==> src/rtl/scaler_csc_geometry_consts.svh <==
`ifndef SCALER_CSC_GEOMETRY_CONSTS_SVH
`define SCALER_CSC_GEOMETRY_CONSTS_SVH

// Byte offsets of the register words
`define OFF_ROW0_CONST      12'h07C
`define OFF_ROW1_COEFF0     12'h080
`define OFF_ROW1_COEFF1     12'h084
`define OFF_ROW1_COEFF2     12'h088
`define OFF_ROW1_CONST      12'h08C
`define OFF_ROW2_COEFF0     12'h090
`define OFF_ROW2_COEFF1     12'h094
`define OFF_ROW2_COEFF2     12'h098
`define OFF_ROW2_CONST      12'h09C
`define OFF_STRIDE_EN       12'h0D0
`define OFF_STRIDE_VAL      12'h0D4
`define OFF_SCAN_CTRL       12'h0D8
`define OFF_STATUS          12'h0DC
`define OFF_IN_SIZE         12'h100
`define OFF_OUT_SIZE        12'h104
`define OFF_H_RATIO         12'h108
`define OFF_V_RATIO         12'h10C
`define OFF_H_PHASE         12'h110
`define OFF_V_PHASE_TOP     12'h114
`define OFF_V_PHASE_BOT     12'h118

// Storage slots
`define NUM_REGS            19
`define IDX_ROW0_CONST      5'h00
`define IDX_ROW1_COEFF0     5'h01
`define IDX_ROW1_CONST      5'h04
`define IDX_ROW2_COEFF0     5'h05
`define IDX_ROW2_CONST      5'h08
`define IDX_STRIDE_EN       5'h09
`define IDX_STRIDE_VAL      5'h0A
`define IDX_IN_SIZE         5'h0B
`define IDX_OUT_SIZE        5'h0C
`define IDX_H_RATIO         5'h0D
`define IDX_V_RATIO         5'h0E
`define IDX_H_PHASE         5'h0F
`define IDX_V_PHASE_TOP     5'h10
`define IDX_V_PHASE_BOT     5'h11
`define IDX_SCAN_CTRL       5'h12
`define IDX_STATUS          5'h13
`define IDX_MISS            5'h1F

// Writable bits per register kind
`define MASK_COEFF          32'h0000_1FFF
`define MASK_CONST          32'h0000_3FFF
`define MASK_BIT0           32'h0000_0001
`define MASK_SIZE           32'h1FFF_1FFF
`define MASK_RATIO          32'h00FF_FFFF
`define MASK_PHASE          32'h000F_FFFF
`define RESET_VALUE         32'h0000_0000

// Field positions
`define POS_HEIGHT          16
`define POS_STEP_INT        16

// AXI responses
`define RESP_OKAY           2'h0
`define RESP_SLVERR         2'h2

`endif

==> src/rtl/scaler_csc_geometry_pkg.sv <==
`include "scaler_csc_geometry_consts.svh"

package scaler_csc_geometry_pkg;

    typedef struct packed {
        logic        awvalid;
        logic [11:0] awaddr;
        logic        wvalid;
        logic [31:0] wdata;
        logic [3:0]  wstrb;
        logic        bready;
        logic        arvalid;
        logic [11:0] araddr;
        logic        rready;
    } axil_req_t;

    typedef struct packed {
        logic        awready;
        logic        wready;
        logic        bvalid;
        logic [1:0]  bresp;
        logic        arready;
        logic        rvalid;
        logic [31:0] rdata;
        logic [1:0]  rresp;
    } axil_rsp_t;

    // Settings handed to the pixel pipeline, dimensions already as real counts
    typedef struct packed {
        logic [1:0][2:0][12:0] matrix_coeff;
        logic [2:0][13:0]      matrix_offset_term;
        logic                  stride_active;
        logic                  line_pitch_value;
        logic [13:0]           in_width;
        logic [13:0]           in_height;
        logic [13:0]           out_width;
        logic [13:0]           out_height;
        logic [7:0]            h_step_integer_part;
        logic [15:0]           h_step_fraction_part;
        logic [7:0]            v_step_integer_part;
        logic [15:0]           v_step_fraction_part;
        logic [19:0]           h_start_phase;
        logic [19:0]           v_start_phase;
    } pipe_cfg_t;

    typedef enum logic [1:0] {WR_COLLECT = 2'b01, WR_RESP = 2'b10} wr_state_t;
    typedef enum logic [1:0] {RD_IDLE = 2'b01, RD_RESP = 2'b10} rd_state_t;

    typedef struct packed {
        wr_state_t                     wr_state;
        logic                          aw_seen;
        logic                          w_seen;
        logic [11:0]                   awaddr;
        logic [31:0]                   wdata;
        logic [3:0]                    wstrb;
        logic [1:0]                    bresp;
        rd_state_t                     rd_state;
        logic [31:0]                   rdata;
        logic [1:0]                    rresp;
        logic                          field;
        logic [`NUM_REGS-1:0][31:0]    regs;
        pipe_cfg_t                     pipe;
    } state_t;

endpackage

==> src/rtl/scaler_csc_geometry_regs.sv <==
// Functional notes
// - Each matrix row: three 13-bit coefficients times 2^10, 14-bit constant times 2^4; here row 0 has only its constant, no coefficients.
// - Line stride is applied only while enable bit 0 is 1; 0 disables it.
// - Stride value is the memory distance between consecutive written-back lines.
// - Input height 28:16 and width 12:0 hold the dimension minus one.
// - Output height 28:16 and width 12:0 hold the dimension minus one.
// - Horizontal step: integer part bits 23:16, fraction bits 15:0.
// - Vertical step: integer part bits 23:16, fraction bits 15:0.
// - Horizontal start phase is a 20-bit two's-complement value times 2^16.
// - Top field starts vertical interpolation from the first vertical phase.
// - Bottom field starts vertical interpolation from the second vertical phase.
// - All fields except the read-only status bits are read/write and reset to zero.
// - With interlaced output on, the display field picks top or bottom phase.
//
// Our own choice: register access over AXI4-Lite.
`timescale 1ns/100ps
`default_nettype none
`include "scaler_csc_geometry_consts.svh"

module scaler_csc_geometry_regs (
    // Clock and reset
    input  wire logic                              clk_i,
    input  wire logic                              nrst_i,
    // Register bus
    input  wire scaler_csc_geometry_pkg::axil_req_t axi_i,
    output var  scaler_csc_geometry_pkg::axil_rsp_t axi_o,
    // Display timing
    input  wire logic                              display_field_i,
    // Pixel pipeline settings
    output var  scaler_csc_geometry_pkg::pipe_cfg_t cfg_o
);
    import scaler_csc_geometry_pkg::*;

    function automatic logic [4:0] reg_index(input logic [11:0] addr);
        case (addr)
            `OFF_ROW0_CONST:  reg_index = `IDX_ROW0_CONST;
            `OFF_ROW1_COEFF0: reg_index = 5'h01;
            `OFF_ROW1_COEFF1: reg_index = 5'h02;
            `OFF_ROW1_COEFF2: reg_index = 5'h03;
            `OFF_ROW1_CONST:  reg_index = `IDX_ROW1_CONST;
            `OFF_ROW2_COEFF0: reg_index = 5'h05;
            `OFF_ROW2_COEFF1: reg_index = 5'h06;
            `OFF_ROW2_COEFF2: reg_index = 5'h07;
            `OFF_ROW2_CONST:  reg_index = `IDX_ROW2_CONST;
            `OFF_STRIDE_EN:   reg_index = `IDX_STRIDE_EN;
            `OFF_STRIDE_VAL:  reg_index = `IDX_STRIDE_VAL;
            `OFF_IN_SIZE:     reg_index = `IDX_IN_SIZE;
            `OFF_OUT_SIZE:    reg_index = `IDX_OUT_SIZE;
            `OFF_H_RATIO:     reg_index = `IDX_H_RATIO;
            `OFF_V_RATIO:     reg_index = `IDX_V_RATIO;
            `OFF_H_PHASE:     reg_index = `IDX_H_PHASE;
            `OFF_V_PHASE_TOP: reg_index = `IDX_V_PHASE_TOP;
            `OFF_V_PHASE_BOT: reg_index = `IDX_V_PHASE_BOT;
            `OFF_SCAN_CTRL:   reg_index = `IDX_SCAN_CTRL;
            `OFF_STATUS:      reg_index = `IDX_STATUS;
            default:          reg_index = `IDX_MISS;
        endcase
    endfunction

    // Writable bits of each slot; everything else stays zero
    function automatic logic [31:0] reg_mask(input logic [4:0] idx);
        case (idx)
            `IDX_ROW0_CONST,
            `IDX_ROW1_CONST,
            `IDX_ROW2_CONST:  reg_mask = `MASK_CONST;
            5'h01, 5'h02, 5'h03,
            5'h05, 5'h06, 5'h07: reg_mask = `MASK_COEFF;
            `IDX_STRIDE_EN,
            `IDX_STRIDE_VAL,
            `IDX_SCAN_CTRL:   reg_mask = `MASK_BIT0;
            `IDX_IN_SIZE,
            `IDX_OUT_SIZE:    reg_mask = `MASK_SIZE;
            `IDX_H_RATIO,
            `IDX_V_RATIO:     reg_mask = `MASK_RATIO;
            `IDX_H_PHASE,
            `IDX_V_PHASE_TOP,
            `IDX_V_PHASE_BOT: reg_mask = `MASK_PHASE;
            default:          reg_mask = 32'h0000_0000;
        endcase
    endfunction

    state_t      q;
    state_t      d;
    logic        aw_hs;
    logic        w_hs;
    logic        wr_go;
    logic [11:0] wr_addr;
    logic [31:0] wr_data;
    logic [3:0]  wr_strb;
    logic [31:0] lane_mask;
    logic [4:0]  wr_idx;
    logic [4:0]  rd_idx;
    logic        use_bottom;

    assign axi_o.awready = (q.wr_state == WR_COLLECT) && !q.aw_seen;
    assign axi_o.wready  = (q.wr_state == WR_COLLECT) && !q.w_seen;
    assign axi_o.bvalid  = (q.wr_state == WR_RESP);
    assign axi_o.bresp   = q.bresp;
    assign axi_o.arready = (q.rd_state == RD_IDLE);
    assign axi_o.rvalid  = (q.rd_state == RD_RESP);
    assign axi_o.rdata   = q.rdata;
    assign axi_o.rresp   = q.rresp;
    assign cfg_o         = q.pipe;

    assign use_bottom = q.regs[`IDX_SCAN_CTRL][0] && display_field_i;

    always_comb
    begin
        d         = q;
        aw_hs     = axi_i.awvalid && axi_o.awready;
        w_hs      = axi_i.wvalid && axi_o.wready;
        wr_addr   = aw_hs ? axi_i.awaddr : q.awaddr;
        wr_data   = w_hs ? axi_i.wdata : q.wdata;
        wr_strb   = w_hs ? axi_i.wstrb : q.wstrb;
        wr_go     = (q.aw_seen || aw_hs) && (q.w_seen || w_hs);
        wr_idx    = reg_index(wr_addr);
        rd_idx    = reg_index(axi_i.araddr);
        lane_mask = {{8{wr_strb[3]}}, {8{wr_strb[2]}}, {8{wr_strb[1]}}, {8{wr_strb[0]}}};

        // Write channel: address and data accepted in either order
        case (q.wr_state)
            WR_COLLECT:
            begin
                if (aw_hs)
                begin
                    d.aw_seen = 1'b1;
                    d.awaddr  = axi_i.awaddr;
                end
                if (w_hs)
                begin
                    d.w_seen = 1'b1;
                    d.wdata  = axi_i.wdata;
                    d.wstrb  = axi_i.wstrb;
                end
                if (wr_go)
                begin
                    d.wr_state = WR_RESP;
                    d.bresp    = (wr_idx == `IDX_MISS) ? `RESP_SLVERR : `RESP_OKAY;
                    for (int i = 0; i < `NUM_REGS; i++)
                    begin
                        if (wr_idx == 5'(i))
                        begin
                            d.regs[i] = ((q.regs[i] & ~lane_mask) | (wr_data & lane_mask))
                                        & reg_mask(5'(i));
                        end
                    end
                end
            end
            WR_RESP:
            begin
                if (axi_i.bready)
                begin
                    d.wr_state = WR_COLLECT;
                    d.aw_seen  = 1'b0;
                    d.w_seen   = 1'b0;
                end
            end
            default:
            begin
                d.wr_state = WR_COLLECT;
            end
        endcase

        // Read channel
        case (q.rd_state)
            RD_IDLE:
            begin
                if (axi_i.arvalid)
                begin
                    d.rd_state = RD_RESP;
                    d.rresp    = `RESP_OKAY;
                    d.rdata    = 32'h0000_0000;
                    if (rd_idx == `IDX_STATUS)
                    begin
                        d.rdata = {30'h0000_0000, use_bottom, q.field};
                    end
                    else if (rd_idx == `IDX_MISS)
                    begin
                        d.rresp = `RESP_SLVERR;
                    end
                    else
                    begin
                        d.rdata = q.regs[rd_idx];
                    end
                end
            end
            RD_RESP:
            begin
                if (axi_i.rready)
                begin
                    d.rd_state = RD_IDLE;
                end
            end
            default:
            begin
                d.rd_state = RD_IDLE;
            end
        endcase

        d.field = display_field_i;

        // Settings for the pipeline, one cycle behind the register words
        for (int k = 0; k < 3; k++)
        begin
            d.pipe.matrix_coeff[0][k] = q.regs[`IDX_ROW1_COEFF0 + 5'(k)][12:0];
            d.pipe.matrix_coeff[1][k] = q.regs[`IDX_ROW2_COEFF0 + 5'(k)][12:0];
        end
        d.pipe.matrix_offset_term[0] = q.regs[`IDX_ROW0_CONST][13:0];
        d.pipe.matrix_offset_term[1] = q.regs[`IDX_ROW1_CONST][13:0];
        d.pipe.matrix_offset_term[2] = q.regs[`IDX_ROW2_CONST][13:0];
        d.pipe.stride_active    = q.regs[`IDX_STRIDE_EN][0];
        d.pipe.line_pitch_value = q.regs[`IDX_STRIDE_EN][0]
                                  & q.regs[`IDX_STRIDE_VAL][0];
        d.pipe.in_width   = {1'b0, q.regs[`IDX_IN_SIZE][12:0]} + 14'h0001;
        d.pipe.in_height  = {1'b0, q.regs[`IDX_IN_SIZE][`POS_HEIGHT +: 13]} + 14'h0001;
        d.pipe.out_width  = {1'b0, q.regs[`IDX_OUT_SIZE][12:0]} + 14'h0001;
        d.pipe.out_height = {1'b0, q.regs[`IDX_OUT_SIZE][`POS_HEIGHT +: 13]} + 14'h0001;
        d.pipe.h_step_integer_part  = q.regs[`IDX_H_RATIO][`POS_STEP_INT +: 8];
        d.pipe.h_step_fraction_part = q.regs[`IDX_H_RATIO][15:0];
        d.pipe.v_step_integer_part  = q.regs[`IDX_V_RATIO][`POS_STEP_INT +: 8];
        d.pipe.v_step_fraction_part = q.regs[`IDX_V_RATIO][15:0];
        d.pipe.h_start_phase = q.regs[`IDX_H_PHASE][19:0];
        d.pipe.v_start_phase = use_bottom ? q.regs[`IDX_V_PHASE_BOT][19:0]
                                          : q.regs[`IDX_V_PHASE_TOP][19:0];
    end

    always_ff @(posedge clk_i or negedge nrst_i)
    begin
        if (!nrst_i)
        begin
            q          <= '0;
            q.wr_state <= WR_COLLECT;
            q.rd_state <= RD_IDLE;
        end
        else
        begin
            q <= d;
        end
    end
endmodule
`default_nettype wire

==> config.mk <==
export PLATFORM = sky130hd
export DESIGN_NAME = scaler_csc_geometry_regs
export DESIGN_NICKNAME = d
export VERILOG_FILES = /design/src/rtl/scaler_csc_geometry_pkg.sv /design/src/rtl/scaler_csc_geometry_regs.sv
export VERILOG_INCLUDE_DIRS = /design/src /design/src/rtl
export SDC_FILE = /design/constraint.sdc
export NUM_CORES = 1
export LEC_CHECK = 0
export ABC_AREA = 1
export BUFFER_PORTS_ARGS = -buffer_cell sky130_fd_sc_hd__buf_2
export CORE_UTILIZATION = 58
export CTS_CLUSTER_SIZE = 28
export DETAILED_ROUTE_END_ITERATION = 6
export PLACE_DENSITY = 0.89
export SLEW_MARGIN = 20
export SYNTH_ARGS = -nofsm -noshare
export SYNTH_HDL_FRONTEND = slang
export SYNTH_SLANG_ARGS = --single-unit
==> constraint.sdc <==
create_clock -name clk_i -period 3 [get_ports clk_i]
set_clock_uncertainty 0.1 [all_clocks]
set_input_delay 0.15 -clock clk_i [delete_from_list [all_inputs] [get_ports clk_i]]
set_output_delay 0.15 -clock clk_i [all_outputs]
set_load 0.01 [all_outputs]
# == Word level (Yosys, flattened, before mapping) ==
# Index checks and enable logic that the tools add are counted.
# totals
regBits,965
latch_bits,0
mem_bits_rw,0
rom_bits,0
in_bits,68
out_inout_bits,307
elab_cells,304
n_memories,0
# op_classes
n_addsub,4
n_mul,0
n_div,0
magnitude_cmp,1
n_eq_ne,71
shift,0
muxes,79
bitwise_logic,60
reduce_logical,38
# ops
operator,count
32-bit 2-to-1 mux,61
32-bit bitwise AND,39
32-bit OR,19
12-bit by 8-bit equality test with 1-bit output (second input constant),24
5-bit case mux with 20 select lines,2
12-bit by 9-bit equality test with 1-bit output (second input constant),14
32-bit binary-select mux with 5-bit select,1
3-bit AND reduction,21
13-bit by 1-bit adder with 14-bit output (second input constant),4
5-bit by 4-bit equality test with 1-bit output (second input constant),8
36-bit 2-to-1 mux,1
32-bit inverter,1
5-bit equality test (second input constant),6
12-bit by 7-bit equality test with 1-bit output (second input constant),2
5-bit by 3-bit equality test with 1-bit output (second input constant),4
20-bit 2-to-1 mux,1
12-bit 2-to-1 mux,1
2-bit != test (second input constant),6
2-bit case mux with 2 select lines,3
5-bit by 2-bit equality test with 1-bit output (second input constant),2
2-bit 2-to-1 mux,5
2-bit AND reduction,5
4-bit 2-to-1 mux,2
1-bit logical AND,6
10 further kinds,15

# == Logic depth before layout (Yosys ltp) ==
# depth
depth_word,11
ltp_mapped,20
mapped_depth_nobuf,19

# == Worst setup path after synthesis ==
# Ideal clock, no wire load.
# synth_timing
kind,register -> register
start,register q[963] (netlist bit)
end,register q (netlist bit d[158])
setup_ns,0.133
arrival_time_ns,2.246
required_ns,2.767
path_slack_ns,0.521
stages_incl_launch_ff,14
path_buffers,4
synth_period_minus_slack_ns,2.479
path_cell_list,dfstp_2 > inv_2 > nor2_4 > inv_2 > nor2_2 > nand2_2 > buf_2 > buf_2 > o21ai_4 > buf_6 > nand3_2 > buf_2 > nand2_1 > o21ai_1
# synth_lines
element,line_no,source
"start, declared",scaler_csc_geometry_regs.sv:82,state_t q;

# == Final worst setup path ==
# layout_timing
start,register q[963] (netlist bit)
end,register q (netlist bit d[229])
# layout_via
elab_chain_cells,8
word_cells_on_any_way,39
cone_classes,22 x eq/ne; 4 x mux; 5 x bitwise; 8 x reduce/logical
# layout_rtl
element,line_no,source
2-bit by 1-bit equality test with 1-bit output *,"scaler_csc_geometry_regs.sv:95, scaler_csc_geometry_regs.sv:96, scaler_csc_geometry_regs.sv:121",
"1-bit logical AND, on equally long branches","scaler_csc_geometry_regs.sv:95, scaler_csc_geometry_regs.sv:96",
"1-bit logical AND, on equally long branches","scaler_csc_geometry_regs.sv:110, scaler_csc_geometry_regs.sv:111",
12-bit 2-to-1 mux / 4-bit 2-to-1 mux (equally long branches),-,
12-bit by 8-bit equality test with 1-bit output (tied with other cells),scaler_csc_geometry_regs.sv:35,case (addr)
5-bit case mux with 20 select lines / 32-bit bitwise AND (equally long branches),"scaler_csc_geometry_regs.sv:35, scaler_csc_geometry_regs.sv:143",
5-bit by 3-bit equality test with 1-bit output / 32-bit OR (equally long branches),"scaler_csc_geometry_regs.sv:141, scaler_csc_geometry_regs.sv:143",
3-bit AND reduction (no line) / 32-bit bitwise AND (equally long branches),-,
# Every way passes the cells marked *; elsewhere a longest branch is shown, timed or not.
# A chain may end at the register's enable or synchronous reset.

==> reports/summary.json <==
{
  "outcome": "complete, no violations",
  "effective_utilization_at_floorplan": 0.586,
  "synth_common_cells": "sky130_fd_sc_hd__nand2_1, sky130_fd_sc_hd__dfrtp_1, sky130_fd_sc_hd__buf_4, sky130_fd_sc_hd__nand3_1, sky130_fd_sc_hd__o21ai_1",
  "die_x_um": 221,
  "pin_count_of_the_biggest_net_entering_global_routing": 107,
  "critical_path.reg2reg.startpoint": "q[963]$_DFFE_PN1P_",
  "drive_gt1_frac": 0.236,
  "worst_tran_pin_value_ns": 1.13,
  "final_core_utilization": 0.660,
  "achievable-frequency_mhz": 339,
  "fp.dieArea_sq_um": 49100,
  "ioPinCount": 375,
  "synth_compound_area_frac": 0.0957,
  "final_cell_count_no_fill": 3738,
  "report.final.hold_viol_count": 0,
  "worst_r2r_path_depth": 13,
  "drtPass1Iterations": 6,
  "grt_pass1_vias": 20533,
  "fin_crit_sh": 0.984,
  "synth_area_sq_um": 27900,
  "globalRouteTotalUtil": 0.321,
  "synth-xor-area-share": 0.0135,
  "globalRoute.totalOverflow": 0,
  "syn-instance-count": 2918,
  "routed_via_density": 5.70,
  "end_kind": "flop",
  "netlist.area_leader.share": 0.564,
  "num-nets-final": 3147,
  "synthTopCellsByArea": "sky130_fd_sc_hd__dfrtp_1, sky130_fd_sc_hd__nand2_1, sky130_fd_sc_hd__buf_4, sky130_fd_sc_hd__nand3_1, sky130_fd_sc_hd__o21ai_1",
  "synth-edff-count": 0,
  "power_mw": 23.0,
  "critPathRequiredTime_ns": 3.38,
  "worst_hold_path.endpoint": "q[949]$_DFFE_PN0N_",
  "period_needed_ns": 2.95,
  "coreArea_sq_um": 47600,
  "buffers_added_on_ports": 366,
  "rr_endpoint": "d[229]$_DFFE_PN0P_",
  "timing.critical_path.fanout_max": 15,
  "insertedDiodeCount": 0,
  "leakagePower_nw": 16.1,
  "synthMostInstantiatedCell": "sky130_fd_sc_hd__nand2_1",
  "power.density_nw_per_um2": 732,
  "ys_flop_type": "sky130_fd_sc_hd__dfrtp_1",
  "gpl.final_weighted_congestion": 0.949,
  "final-max-slew-violation-count": 0,
  "holdCritStartpoint": "axi_i[64]",
  "num_vias": 21321,
  "clockBufferDepth": 3,
  "area_growth_pct": 12.5,
  "cp_data_arrival_time_ns": 3.34,
  "root_buffer": "sky130_fd_sc_hd__clkbuf_16",
  "worst-setup-path-type": "flop to flop",
  "setup_violations": 0,
  "worst_setup_hold_path_clk_slew_ns": 0.06,
  "tritoncts_num_sinks": 632,
  "drc": 0,
  "cts_tree": "yes",
  "synthArstFlopShare": 1.00,
  "post_synth.cell_area_avg_sq_um": 9.57,
  "setup.reg_to_reg.worst_slack_ns": 0.05,
  "row_count": 80,
  "fillCellCount": 3510,
  "synth.ff_latch_count": 632,
  "setup.worst_path.start_class": "flop",
  "htree_num_levels": 3,
  "cell_count_after_placement": 3558,
  "ir_drop_uv": 668,
  "synth_cell_types": 51,
  "antenna_found_initial": 1,
  "yosysSeqAreaShare": 0.566,
  "yosys.area_share.simple": 0.194,
  "floorplan.die.height_um": 221,
  "drtIter0Drc": 2277,
  "synth-adder-area-share": 0.00179,
  "grt_pass1_wl_um": 120000,
  "min-delay-path-class": "input pin to flop",
  "final_critical_path_setup_slack_ns": 0.0466,
  "num_cts_buffers": 66,
  "place_ws_ns": 0.0969,
  "wire_per_inst_um": 21.1,
  "synth.area.mux_share": 0.000806,
  "dominant_combinational_cell_family_by_area_after_synthesis": "simple AND/OR/NAND/NOR gates",
  "wl_um": 78900,
  "clk_latency_ns": 0.61,
  "route.antenna.remaining_nets": 0,
  "synth.largest_area_cell": "sky130_fd_sc_hd__dfrtp_1",
  "ys.warnings.count": 0,
  "worstHoldPathCells": 4,
  "worst_slew_margin_rel": 0.248,
  "dp_hpwl_um": 53500,
  "drv.max_cap_violation_count": 0
}
-- metal layers --
layer  global-route usage  vias up  part of all wire  routed length (um)
met5                    0        -                 0                   0
met4                0.159        0             0.051                4030
met3               0.0621      246             0.095                7490
met2                0.506     1232              0.47               36900
met1                0.429    10357              0.39               30500
li1                     -     9486                 -                   -
-- worst max-delay path by stage --
stage                             startpoint                 end  cells after the start
after detailed placement  q[963]$_DFFE_PN1P_  d[229]$_DFFE_PN0P_                     13
after global placement    q[963]$_DFFE_PN1P_   d[51]$_DFFE_PN0P_                     13
after global routing      q[963]$_DFFE_PN1P_  d[199]$_DFFE_PN0P_                     13
after floorplan           q[963]$_DFFE_PN1P_  d[158]$_DFFE_PN0P_                     13
final                     q[963]$_DFFE_PN1P_  d[229]$_DFFE_PN0P_                     13
after CTS                 q[963]$_DFFE_PN1P_  d[240]$_DFFE_PN0P_                     13
-- state kept, by name, indices dropped and copies added (netlist names) --
register  flops
cfg_o       266
d           189
axi_o        31
q           146
-- layout by cell type (no fill, tap or decap), types with 16 or more instances in the layout --
cell type                         n
sky130_fd_sc_hd__a21oi_1         58
sky130_fd_sc_hd__and2_1          16
sky130_fd_sc_hd__buf_12          21
sky130_fd_sc_hd__buf_2          365
sky130_fd_sc_hd__buf_4           77
sky130_fd_sc_hd__clkbuf_16       68
sky130_fd_sc_hd__clkbuf_8        16
sky130_fd_sc_hd__dfrtp_1        630
sky130_fd_sc_hd__dlygate4sd3_1   42
sky130_fd_sc_hd__inv_1          150
sky130_fd_sc_hd__nand2_1        743
sky130_fd_sc_hd__nand3_1        210
sky130_fd_sc_hd__nand3_4         29
sky130_fd_sc_hd__nand4_1         17
sky130_fd_sc_hd__nor2_1          48
sky130_fd_sc_hd__nor3_1          25
sky130_fd_sc_hd__o211ai_1        17
sky130_fd_sc_hd__o21ai_0        143
sky130_fd_sc_hd__o21ai_1        190
sky130_fd_sc_hd__o21ai_2         51
sky130_fd_sc_hd__xor2_1          42
-- worst max-delay path, cell delays in order (launching register included) --
cell	delay, ns
sky130_fd_sc_hd__dfstp_2	0.52
sky130_fd_sc_hd__inv_2	0.05
sky130_fd_sc_hd__nor2_4	0.15
sky130_fd_sc_hd__nand3_4	0.23
sky130_fd_sc_hd__buf_4	0.21
sky130_fd_sc_hd__o21ai_2	0.22
sky130_fd_sc_hd__inv_2	0.11
sky130_fd_sc_hd__nor2_8	0.17
sky130_fd_sc_hd__inv_4	0.13
sky130_fd_sc_hd__nor3_4	0.29
sky130_fd_sc_hd__buf_4	0.18
sky130_fd_sc_hd__nand3_4	0.16
sky130_fd_sc_hd__nand2_1	0.20
sky130_fd_sc_hd__o21ai_2	0.09
-- report_power, final --
| part | switching, mW | internal (mW) |
|---|---|---|
| Combinational | 3.86 | 1.35 |
| Clock | 3.40 | 4.76 |
| Sequential | 0.368 | 9.28 |
-- through the flow --
step	hold WS (ns)	area [sq um]	TNS, ns
2_1_floorplan	-0.246	28000	0
3_3_place_gp	-0.00439	28400	0
3_5_place_dp	-0.00429	28400	0
4_1_cts	0.00286	31100	0
5_1_grt	0.104	31400	-0.688
6_report	0.0515	31400	0
-- area by class of cell --
class                           count  area (sq um)  share of cell area
Clock buffer                       95          1960              0.0624
Clock inverter                     21           214             0.00681
Inverter                          168           642              0.0204
Multi-Input combinational cell   1701          8770               0.279
Sequential cell                   632         15800               0.503
Tap cell                          615           769              0.0245
Timing Repair Buffer              506          3260               0.104
-- kinds of logic (layout without fill, tap and decap cells) --
family	count (synthesis)	after routing
AOI/OAI and AO/OA	476	476
adders and majority gates	4	4
DFF	632	632
muxes	2	2
and+or+nand+nor	1169	1171
xor gates and xnor gates	43	43
buffers and inverters	591	790
other	1	5
-- what timing repair did --
item                                    CTS  global route
endpoints found under the setup margin    1           218
gates resized for setup                   1            26
hold buffers                             43             0
buffers inserted                          0            19
cloned                                    0             2
pin swaps                                 0            12
hold endpoints to repair                702             0
Note: power is estimated with default switching activity, not from simulation.
